--- src/design/ext_bus_pin_mux_pkg.sv ---
/*
  Constants and types for the external bus pin multiplexer.
  Assumes one clock domain and a single user of this package.
*/
package ext_bus_pin_mux_pkg;
  // pin vector layout: port A pins 0..7, port B pin 0, port F pins 9..15
  localparam int NUM_PINS      = 16;
  localparam int PA_LSB        = 0;
  localparam int PA_WIDTH      = 8;
  localparam int PB0_POS       = 8;
  localparam int PF_LSB        = 9;
  localparam int PF_WIDTH      = 7;
  localparam int CTRL_WIDTH    = 3;
  localparam int CFG_WIDTH     = 8;

  // configuration port selectors
  localparam logic [2:0] SEL_PA_PER = 3'h0;
  localparam logic [2:0] SEL_PB_PER = 3'h1;
  localparam logic [2:0] SEL_PF_PER = 3'h2;
  localparam logic [2:0] SEL_PA_PUR = 3'h3;
  localparam logic [2:0] SEL_PB_PUR = 3'h4;
  localparam logic [2:0] SEL_PF_PUR = 3'h5;

  // reset values
  localparam logic [7:0] PA_PER_RST = 8'hff;
  localparam logic       PB_PER_RST = 1'h0;
  localparam logic [6:0] PF_PER_RST = 7'h7f;
  localparam logic [7:0] PA_PUR_RST = 8'hff;
  localparam logic       PB_PUR_RST = 1'h1;
  localparam logic [6:0] PF_PUR_RST = 7'h7f;

  typedef enum logic {ST_STRAP, ST_RUN} mux_state_t;
endpackage

--- src/design/ext_bus_pin_mux.sv ---
/*
  Pin multiplexer for the upper address lines, address bit 16 and the
  low data lines shared between the external memory interface and the
  general purpose ports.
  Assumes all inputs are synchronous to mclk_i and that pad wires are
  resolved outside from the output and output-enable vectors.
*/
`timescale 1ns/1ps
module ext_bus_pin_mux (
  input  wire logic        mclk_i,
  input  wire logic        rst_i,
  input  wire logic        ce_i,
  input  wire logic        bus_drive_keep_i,
  input  wire logic        mem_if_access_active_i,
  input  wire logic [16:8] mem_if_addr_i,
  input  wire logic [6:0]  mem_if_data_out_i,
  input  wire logic        mem_if_data_oe_i,
  input  wire logic [2:0]  mem_if_ctrl_i,
  output logic      [6:0]  mem_if_data_in_o,
  input  wire logic        external_boot_select_i,
  input  wire logic        ext_mem_if_mode_pin_i,
  input  wire logic        flash_secure_i,
  input  wire logic        cfg_we_i,
  input  wire logic [2:0]  cfg_sel_i,
  input  wire logic [7:0]  cfg_wdata_i,
  input  wire logic [15:0] gpio_out_i,
  input  wire logic [15:0] gpio_dir_i,
  output logic      [15:0] gpio_in_o,
  output logic      [15:0] periph_en_o,
  output logic      [15:0] pullup_en_o,
  input  wire logic [15:0] pad_i,
  output logic      [15:0] pad_o,
  output logic      [15:0] pad_oe_o,
  output logic      [2:0]  ctrl_pad_o,
  output logic      [2:0]  ctrl_pad_oe_o
);

  typedef struct packed {
    ext_bus_pin_mux_pkg::mux_state_t st;
    logic [15:0] per;
    logic [15:0] pur;
    logic [15:0] pad;
    logic [15:0] pad_oe;
    logic [15:0] gin;
    logic [2:0]  ctrl;
    logic        ctrl_oe;
  } mux_regs_t;

  mux_regs_t s_q;
  mux_regs_t s_d;

  logic        strap_addr;
  logic        addr_oe;
  logic        data_oe;
  logic [15:0] bus_val;
  logic [15:0] bus_oe;

  // reset-time choice for port B pin 0; external boot always needs the
  // address bit, and a secured flash keeps it as a port pin otherwise
  assign strap_addr = external_boot_select_i |
                      (ext_mem_if_mode_pin_i & ~flash_secure_i);

  // address and control stay driven only during an access unless the
  // keep bit asks for them between accesses too
  assign addr_oe = mem_if_access_active_i | bus_drive_keep_i;
  // data lines must turn round for reads, so during an access the
  // interface decides; between accesses only the keep bit drives them
  assign data_oe = mem_if_access_active_i ? mem_if_data_oe_i
                                          : bus_drive_keep_i;

  assign bus_val = {mem_if_data_out_i, mem_if_addr_i};
  assign bus_oe  = {{ext_bus_pin_mux_pkg::PF_WIDTH{data_oe}},
                    {(ext_bus_pin_mux_pkg::PA_WIDTH + 1){addr_oe}}};

  // next state: strap capture, configuration writes, pad steering
  always_comb begin
    s_d = s_q;
    case (s_q.st)
      ext_bus_pin_mux_pkg::ST_STRAP: begin
        s_d.per[ext_bus_pin_mux_pkg::PB0_POS] = strap_addr;
        s_d.st = ext_bus_pin_mux_pkg::ST_RUN;
      end
      ext_bus_pin_mux_pkg::ST_RUN: begin
        s_d.st = ext_bus_pin_mux_pkg::ST_RUN;
      end
      default: begin
        s_d.st = ext_bus_pin_mux_pkg::ST_RUN;
      end
    endcase
    // a SEL_PB_PER write in the strap cycle overrides the strap choice
    if (cfg_we_i) begin
      case (cfg_sel_i)
        ext_bus_pin_mux_pkg::SEL_PA_PER: s_d.per[7:0] = cfg_wdata_i;
        ext_bus_pin_mux_pkg::SEL_PB_PER: begin
          s_d.per[ext_bus_pin_mux_pkg::PB0_POS] = cfg_wdata_i[0];
        end
        ext_bus_pin_mux_pkg::SEL_PF_PER: s_d.per[15:9] = cfg_wdata_i[6:0];
        ext_bus_pin_mux_pkg::SEL_PA_PUR: begin
          s_d.pur[7:0] = cfg_wdata_i;
        end
        ext_bus_pin_mux_pkg::SEL_PB_PUR: begin
          s_d.pur[ext_bus_pin_mux_pkg::PB0_POS] = cfg_wdata_i[0];
        end
        ext_bus_pin_mux_pkg::SEL_PF_PUR: begin
          s_d.pur[15:9] = cfg_wdata_i[6:0];
        end
        default: ;
      endcase
    end
    // each pin follows the bus or its own port direction and value
    for (int k = 0; k < ext_bus_pin_mux_pkg::NUM_PINS; k++) begin
      if (s_q.per[k]) begin
        s_d.pad[k]    = bus_val[k];
        s_d.pad_oe[k] = bus_oe[k];
      end else begin
        s_d.pad[k]    = gpio_out_i[k];
        s_d.pad_oe[k] = gpio_dir_i[k];
      end
    end
    s_d.gin     = pad_i;
    s_d.ctrl    = mem_if_ctrl_i;
    s_d.ctrl_oe = addr_oe;
  end

  // one register for all state; ce_i low freezes everything
  always_ff @(posedge mclk_i or posedge rst_i) begin
    if (rst_i) begin
      s_q.st      <= ext_bus_pin_mux_pkg::ST_STRAP;
      s_q.per     <= {ext_bus_pin_mux_pkg::PF_PER_RST,
                      ext_bus_pin_mux_pkg::PB_PER_RST,
                      ext_bus_pin_mux_pkg::PA_PER_RST};
      s_q.pur     <= {ext_bus_pin_mux_pkg::PF_PUR_RST,
                      ext_bus_pin_mux_pkg::PB_PUR_RST,
                      ext_bus_pin_mux_pkg::PA_PUR_RST};
      s_q.pad     <= 16'h0000;
      s_q.pad_oe  <= 16'h0000;
      s_q.gin     <= 16'h0000;
      s_q.ctrl    <= 3'h0;
      s_q.ctrl_oe <= 1'b0;
    end else if (ce_i) begin
      s_q <= s_d;
    end
  end

  assign pad_o         = s_q.pad;
  assign pad_oe_o      = s_q.pad_oe;
  assign ctrl_pad_o    = s_q.ctrl;
  assign ctrl_pad_oe_o = {ext_bus_pin_mux_pkg::CTRL_WIDTH{s_q.ctrl_oe}};
  assign gpio_in_o     = s_q.gin;
  assign mem_if_data_in_o = s_q.gin[15:9];
  assign periph_en_o   = s_q.per;
  assign pullup_en_o   = s_q.pur;
endmodule

--- config.mk ---
export PLATFORM = sky130hd
export DESIGN_NAME = ext_bus_pin_mux
export DESIGN_NICKNAME = d
export VERILOG_FILES = /design/src/design/ext_bus_pin_mux_pkg.sv /design/src/design/ext_bus_pin_mux.sv
export SDC_FILE = /design/constraint.sdc
export NUM_CORES = 1
export LEC_CHECK = 0
export BUFFER_PORTS_ARGS = -buffer_cell sky130_fd_sc_hd__buf_2
export CORE_ASPECT_RATIO = 1.2
export CORE_MARGIN = 5
export CORE_UTILIZATION = 52
export DETAILED_ROUTE_END_ITERATION = 6
export PLACE_DENSITY = 0.83
export SYNTH_ARGS = -nofsm -noshare
export SYNTH_HDL_FRONTEND = slang
export SYNTH_SLANG_ARGS = --single-unit
export TNS_END_PERCENT = 5
--- constraint.sdc ---
create_clock -name mclk_i -period 6.11 [get_ports mclk_i]
set_clock_uncertainty 0.15 [all_clocks]
set_input_delay 1.222 -clock mclk_i [delete_from_list [all_inputs] [get_ports mclk_i]]
set_output_delay 1.222 -clock mclk_i [all_outputs]
set_load 0.02 [all_outputs]
Yosys cells after proc, flatten, opt, wreduce, memory -nomap -nowiden
Index checks and enable logic that the tools add are counted.
Widths: inputs -> output; s select.
{ "totals": {"rom_bits": 0, "ram_bits": 0, "register_bits": 85, "n_memories": 0, "elab_cells": 67, "latchBits": 0, "input_bits": 88} }
{ "op_classes": {"n_mul": 0, "bitwise": 4, "div": 0, "add_sub_neg": 0, "mux": 40, "n_eq_ne": 5, "reduce_logical": 6, "shift": 0, "n_lt_le_gt_ge": 0} }
{ "ops": {"columns": ["operator", "n"], "rows": [
  ["$mux 1", 36],
  ["$mux 25", 1],
  ["$mux 8", 2],
  ["$reduce_and 3->1", 5],
  ["$mux 7", 1],
  ["$eq 3x2->1 const B", 2],
  ["$eq 3x3->1 const B", 2],
  ["$eq 3x1->1 const B", 1],
  ["$logic_not 3->1", 1],
  ["$or 1x1->1", 2],
  ["$and 1x1->1", 1],
  ["$not 1->1", 1]
]} }

Depth between registers and ports, before layout
Gate-level depths: netlist (run 1).
{ "depth": {"ltp_word": 6, "depth_mapped": 4, "mapped_depth_nobuf": 3} }

Least setup slack after synthesis (run 1)
No wires, ideal clock.
{ "synth_path": {"path_type": "input -> register", "from": "input cfg_sel_i[0]", "to": "register s_q (netlist bit periph_en_o[0])", "setup_slack_ps": 3585, "stages": 4, "n_path_buf": 1, "arrival_time_ps": 2292, "t_required_ps": 5878, "setup_time_ps": 82, "cell_sequence": "nand2b_4 or4b_4 buf_6 mux2_4"} }
{ "synth_via": {"elab_chain_cells": 2} }
{ "synth_lines": {"columns": ["item", "line_no", "source"], "rows": [
  ["start, declared", "ext_bus_pin_mux.sv:24", "input wire logic [2:0] cfg_sel_i,"],
  ["$logic_not 3->1", "ext_bus_pin_mux.sv:92", "case (cfg_sel_i)"],
  ["$reduce_and 3->1 (no source line)", null, null],
  ["end, declared", "ext_bus_pin_mux.sv:49", "mux_regs_t s_q;"]
]} }
Every way passes these cells.
A chain may end at the register's enable or synchronous reset.

Worst setup path after layout (run 1)
{ "layout_path": {"from": "input ce_i", "to": "register s_q (netlist bit periph_en_o[0])"} }
{ "layout_via": {"elab_chain_cells": 1} }
{ "layout_lines": {"columns": ["item", "line_no", "source"], "rows": [
  ["start, declared", "ext_bus_pin_mux.sv:12", "input wire logic ce_i,"],
  ["$reduce_and 3->1 (no source line)", null, null]
]} }
Every way passes these cells.

==> results of run 1 <==
[metrics by stage]
step | util [%] | hold WS [ns] | cells | power (uW) | worst slack (ns)
finish | 58.9 | 0.356 | 548 | 1600 | 3.59
global placement | 56.6 | 0.327 | 532 | 1240 | 3.27
CTS | 58.9 | 0.360 | 548 | 1630 | 3.59
detailed placement | 56.6 | 0.341 | 532 | 1260 | 3.24
floorplan | - | 0.311 | 357 | 1220 | 2.60
global route | 58.9 | 0.373 | 548 | 1690 | 3.53
[critical path, cell delays in order]
cell	delay [ns]
buf_2	0.36
nand2b_4	0.09
or4b_4	0.64
mux2_4	0.33
[per-layer routing]
| metal | share of wire (%) | wire length [um] | track usage (%) | vias up |
|---|---|---|---|---|
| li1 | - | - | - | 1291 |
| met5 | 0 | 0 | 0 | - |
| met4 | 2.0 | 181 | 7.43 | 0 |
| met2 | 54 | 4910 | 30.8 | 100 |
| met3 | 5.9 | 537 | 4.24 | 14 |
| met1 | 38 | 3440 | 21.5 | 1349 |
[cell families after synthesis]
| family | Yosys count | share of synthesized area (%) |
|---|---|---|
| flip-flops | 85 | 50.7 |
| AO/OA/AOI/OAI | 36 | 4.36 |
| multiplexers | 83 | 22.1 |
| buffers and inverters | 105 | 17.7 |
| AND/OR/NAND/NOR | 48 | 5.24 |
[placed cells by master (no fill, tap or decap)]
cell type	instances
nor4bb_1	1
buf_4	2
nand2b_1	1
a32oi_1	1
or4b_4	1
nand2b_4	1
inv_1	2
mux2_2	58
mux2i_1	17
clkinv_2	2
nand2_1	2
mux2_4	8
nor2_1	37
o21ai_0	1
a21o_1	1
dfstp_2	31
nor2_2	2
dfrtp_1	54
a21oi_1	33
nand3b_1	2
buf_2	180
clkbuf_1	3
clkbuf_8	12
or2_2	1
[worst min-delay path by stage]
| stage | start | to | slack (ns) | cells after the start |
|---|---|---|---|---|
| after floorplan | s_q[84] | s_q[84] | 0.31 | 1 |
| after global placement | s_q[84] | s_q[84] | 0.33 | 1 |
| after detailed placement | gpio_in_o[7] | gpio_in_o[7] | 0.34 | 1 |
| after CTS | gpio_in_o[7] | gpio_in_o[7] | 0.36 | 1 |
| after global routing | ctrl_pad_o[2] | ctrl_pad_o[2] | 0.37 | 1 |
| final | gpio_in_o[2] | gpio_in_o[2] | 0.36 | 1 |
[final cells by class]
type	instances	area [um2]
Fill cell	690	3310
Sequential cell	85	2170
Multi-Input combinational cell	167	1350
Timing Repair Buffer	182	916
Clock buffer	15	176
Tap cell	95	119
Inverter	3	12.5
Clock inverter	1	5.00
[registers in the layout (all words and copies together) (netlist names)]
signal         flops
pullup_en_o       16
ctrl_pad_o         3
pad_o             16
ctrl_pad_oe_o      1
pad_oe_o          16
s_q                1
periph_en_o       16
gpio_in_o         16
[power breakdown]
| group | switching, uW | internal (uW) | total (uW) | leakage, uW |
|---|---|---|---|---|
| clock network | 182 | 181 | 364 | 0.0000937 |
| registers | 80.0 | 699 | 779 | 0.000934 |
| logic | 263 | 198 | 461 | 0.00128 |
==> out/qor.csv, run 1 <==
metric,value,unit
status,completed,
vias in the first global route,2760,
setup repair bufs after CTS,0,
post-DP HPWL,6980,um
Max Freq,0.396,GHz
Routed Wire Length,9070,um
top post-synthesis cells by area,"dfrtp_1 (32%), dfstp_2 (19%), buf_4 (16%), mux2_2 (15%), mux2i_1 (4.0%)",
ratio of cells with drive above 1 in the final layout,65.8,%
crit start category,primary input,
Worst EP required,6.23,ns
final slew viol count,0,
total gr overflow,0,
CTS tree,built,
RePlAce Congestion,0.743,
post-DR wirelength/cell,16.5,um
Yosys cell types,24,
cell taking the most area after synthesis,dfrtp_1,
Worst R2R Start,periph_en_o[4],
wire length of the first global-routing pass,14000,um
pwr dens,338,nW/um2
Worst R2R Setup Slack,4.88,ns
Post-synth EDFFs,0,
relative slew slack,36.0,%
hold_buf cts,0,
largest net degree at the start of global routing,63,
I/O Pins,181,
CP Class,primary input to flip-flop,
Ant. Diodes,0,
r2r endpoint,pad_oe_o[4],
row count,36,
Initial Utilization,53.0,%
Initial DRT Pass Iterations,4,
initial antenna violation count,0,
crit path DAT,2.64,ns
CTS root buffer,clkbuf_8,
Critical Path Start,ce_i,
Worst Tran Pin Value,0.956,ns
Bufs on Longest Clock Path,2,
predominant post-synthesis flop cell,dfrtp_1,
crit end category,flip-flop,
die height,109,um
Synth warnings,0,
most frequent cell after synthesis,buf_4,
Worst R2R Path Depth,2,
DRC Markers,0,
RSZ-0062 raised after global routing,no,
Syn Inst Count,357,
register bit count reported by yosys,85,
nets@finish,536,
fin crit share,41.3,%
worst skew pair latency,0.34,ns
minimum clock period,2.52,ns
ANT nets after route,0,
Post-Syn Nets,445,
Mapped Avg Cell Area,12.0,um2
IO Port Bufs,180,
Layout area overhead,11.1,%
vias per inst,5.03,
Post-Syn Area,4280,um2
maxcap violations,0,
Core Box Area,8060,um2
Die X,92.8,um
post-route cell area,4750,um2
Synth async-reset ratio,100,%
Worst Setup EP,periph_en_o[0],
Vias,2754,
post-CTS sizing,0,
H-tree levels,3,
"Reg clk slew, reported paths",0.08,ns
Clock Sink Count,85,
worst hold path class,flip-flop to flip-flop,
VDD IR max,0.171,mV
Placed Instance Area,4570,um2
total track usage,17.9,%
"Hold Violations, Final",0,
drt initial violations,94,
Crit Path Max Fanout,21,
Final setup viols,0,
LEAKAGE,0.00231,uW
Num CTS Buffers,9,
sequential share of the synthesized area,50.7,%
top cell type's share of synthesized area,31.6,%
area of the die,10100,um2
synth cell count leaders,"buf_4 (93), mux2_2 (58), dfrtp_1 (54), nor2_1 (37), a21oi_1 (33)",
Post-Route Setup TNS,0,ns
(Power assumes the default switching activity.)
==> inputs of run 2 (changes only) <==
- CORE_UTILIZATION: 52 -> 48
- PLACE_DENSITY: 0.83 -> 0.77
- clock period: 6.11 -> 2.4 ns (I/O delays scaled with it)
==> run 2 against run 1 <==
First-iteration DRC count shrank 17%; critical path depth shrank 3; cell area is 2.9% higher; utilization decreased by 2.5 points; flip-flop and latch count stayed put; register-to-register slack worse by 3.7 ns; sequential share of layout area shrank 1.3 points; highest routed layer unchanged.
==> out/qor.csv, run 2 (synthesized netlist as in run 1, its figures left out) <==
metric,value,unit
status,completed,
RSZ-0062 raised after global routing,no,
Num CTS Buffers,9,
ratio of cells with drive above 1 in the final layout,66.6,%
slowest CP cell,dfstp_2,
setup repair bufs after CTS,0,
Die X,96.2,um
pwr dens,879,nW/um2
fin util,56.4,%
worst skew pair latency,0.34,ns
initial antenna violation count,0,
Layout area overhead,14.3,%
VDD IR max,0.482,mV
r2r endpoint,pad_oe_o[4],
total gr overflow,0,
"Power, Total",4290,uW
Ant. Diodes,0,
vias in the first global route,2867,
Initial Utilization,49.4,%
wire length of the first global-routing pass,14200,um
"most common cell after layout, fill and taps aside",buf_2,
Initial DRT Pass Iterations,4,
worst hold path class,primary input to asynchronous set/reset pin,
nets@finish,541,
setup ws final,0.650,ns
hold_buf cts,0,
DRC Markers,0,
CTS root buffer,clkbuf_8,
final slew viol count,0,
Max Freq,0.571,GHz
dpl ws,0.475,ns
I/O Pins,181,
CP Buf/Inv Count,1,
Worst R2R Start,periph_en_o[4],
H-tree levels,3,
Post-Route Setup TNS,0,ns
row count,37,
crit start category,flip-flop,
"Reg clk slew, reported paths",0.09,ns
Worst R2R Setup Slack,1.20,ns
post-CTS sizing,0,
"Hold Violations, Final",0,
CTS tree,built,
maxcap violations,0,
Clock Sink Count,85,
post-DR wirelength/cell,16.2,um
minimum clock period,1.75,ns
total track usage,17.2,%
IO Port Bufs,180,
CP max stage delay,0.59,ns
ANT nets after route,0,
RePlAce Congestion,0.741,
post-DP HPWL,7230,um
"CP delay by family, top",flip-flops,
Worst R2R Path Depth,2,
vias per inst,4.81,
largest net degree at the start of global routing,42,
Core Box Area,8660,um2
LEAKAGE,0.00236,uW
crit end category,primary output,
"commonest cells after routing, fill and taps aside","buf_2 (180), mux2_2 (58), dfrtp_1 (54)",
drt initial violations,78,
crit-path cells,buf_2,
Vias,2764,
Crit Path Max Fanout,5,
fin crit share,72.9,%
die height,113,um
area of the die,10900,um2
Worst Tran Pin Value,0.667,ns
CP Class,flip-flop to primary output,
relative slew slack,55.4,%
Bufs on Longest Clock Path,2,
Routed Wire Length,9300,um
Worst EP required,1.77,ns
Final setup viols,0,
crit path DAT,1.12,ns
## run 2: final cells by class
class,instances,area [um2]
repair buffers,187,978
multi-input cells,167,1350
clock inverters,4,70.1
well taps,117,146
fillers,755,3770
clock buffers,12,155
flip-flops and latches,85,2170
inverters,3,15.0
## run 2: metal layers
| layer | vias to the layer above | wire (um) | GRT usage, % |
|---|---|---|---|
| li1 | 1308 | - | - |
| met2 | 102 | 4980 | 30.0 |
| met4 | 0 | 217 | 7.40 |
| met3 | 17 | 629 | 3.30 |
| met5 | - | 0 | 0 |
| met1 | 1337 | 3470 | 20.1 |
## run 2: worst max-delay path by stage
stage                                from              end  cells past startpoint
after floorplan              cfg_sel_i[0]   periph_en_o[0]                      4
after global placement       cfg_sel_i[0]   periph_en_o[7]                      4
after detailed placement     cfg_sel_i[0]   periph_en_o[6]                      4
after CTS                  periph_en_o[9]   periph_en_o[9]                      1
after global routing      periph_en_o[13]  periph_en_o[13]                      1
final                     periph_en_o[13]  periph_en_o[13]                      1
## run 2: where the power goes
part | internal [uW] | switching (uW)
logic | 513 | 674
clock network | 641 | 480
registers | 1780 | 203
## run 2: through the flow
| stage | instances | hold WS [ns] | instance area [um2] |
|---|---|---|---|
| 3_5_place_dp | 559 | 0.328 | 4660 |
| 3_3_place_gp | 559 | 0.326 | 4660 |
| 5_1_grt | 575 | 0.102 | 4880 |
| 4_1_cts | 575 | 0.0736 | 4880 |
| 2_1_floorplan | 357 | 0.311 | 4280 |
| 6_report | 575 | 0.0706 | 4880 |
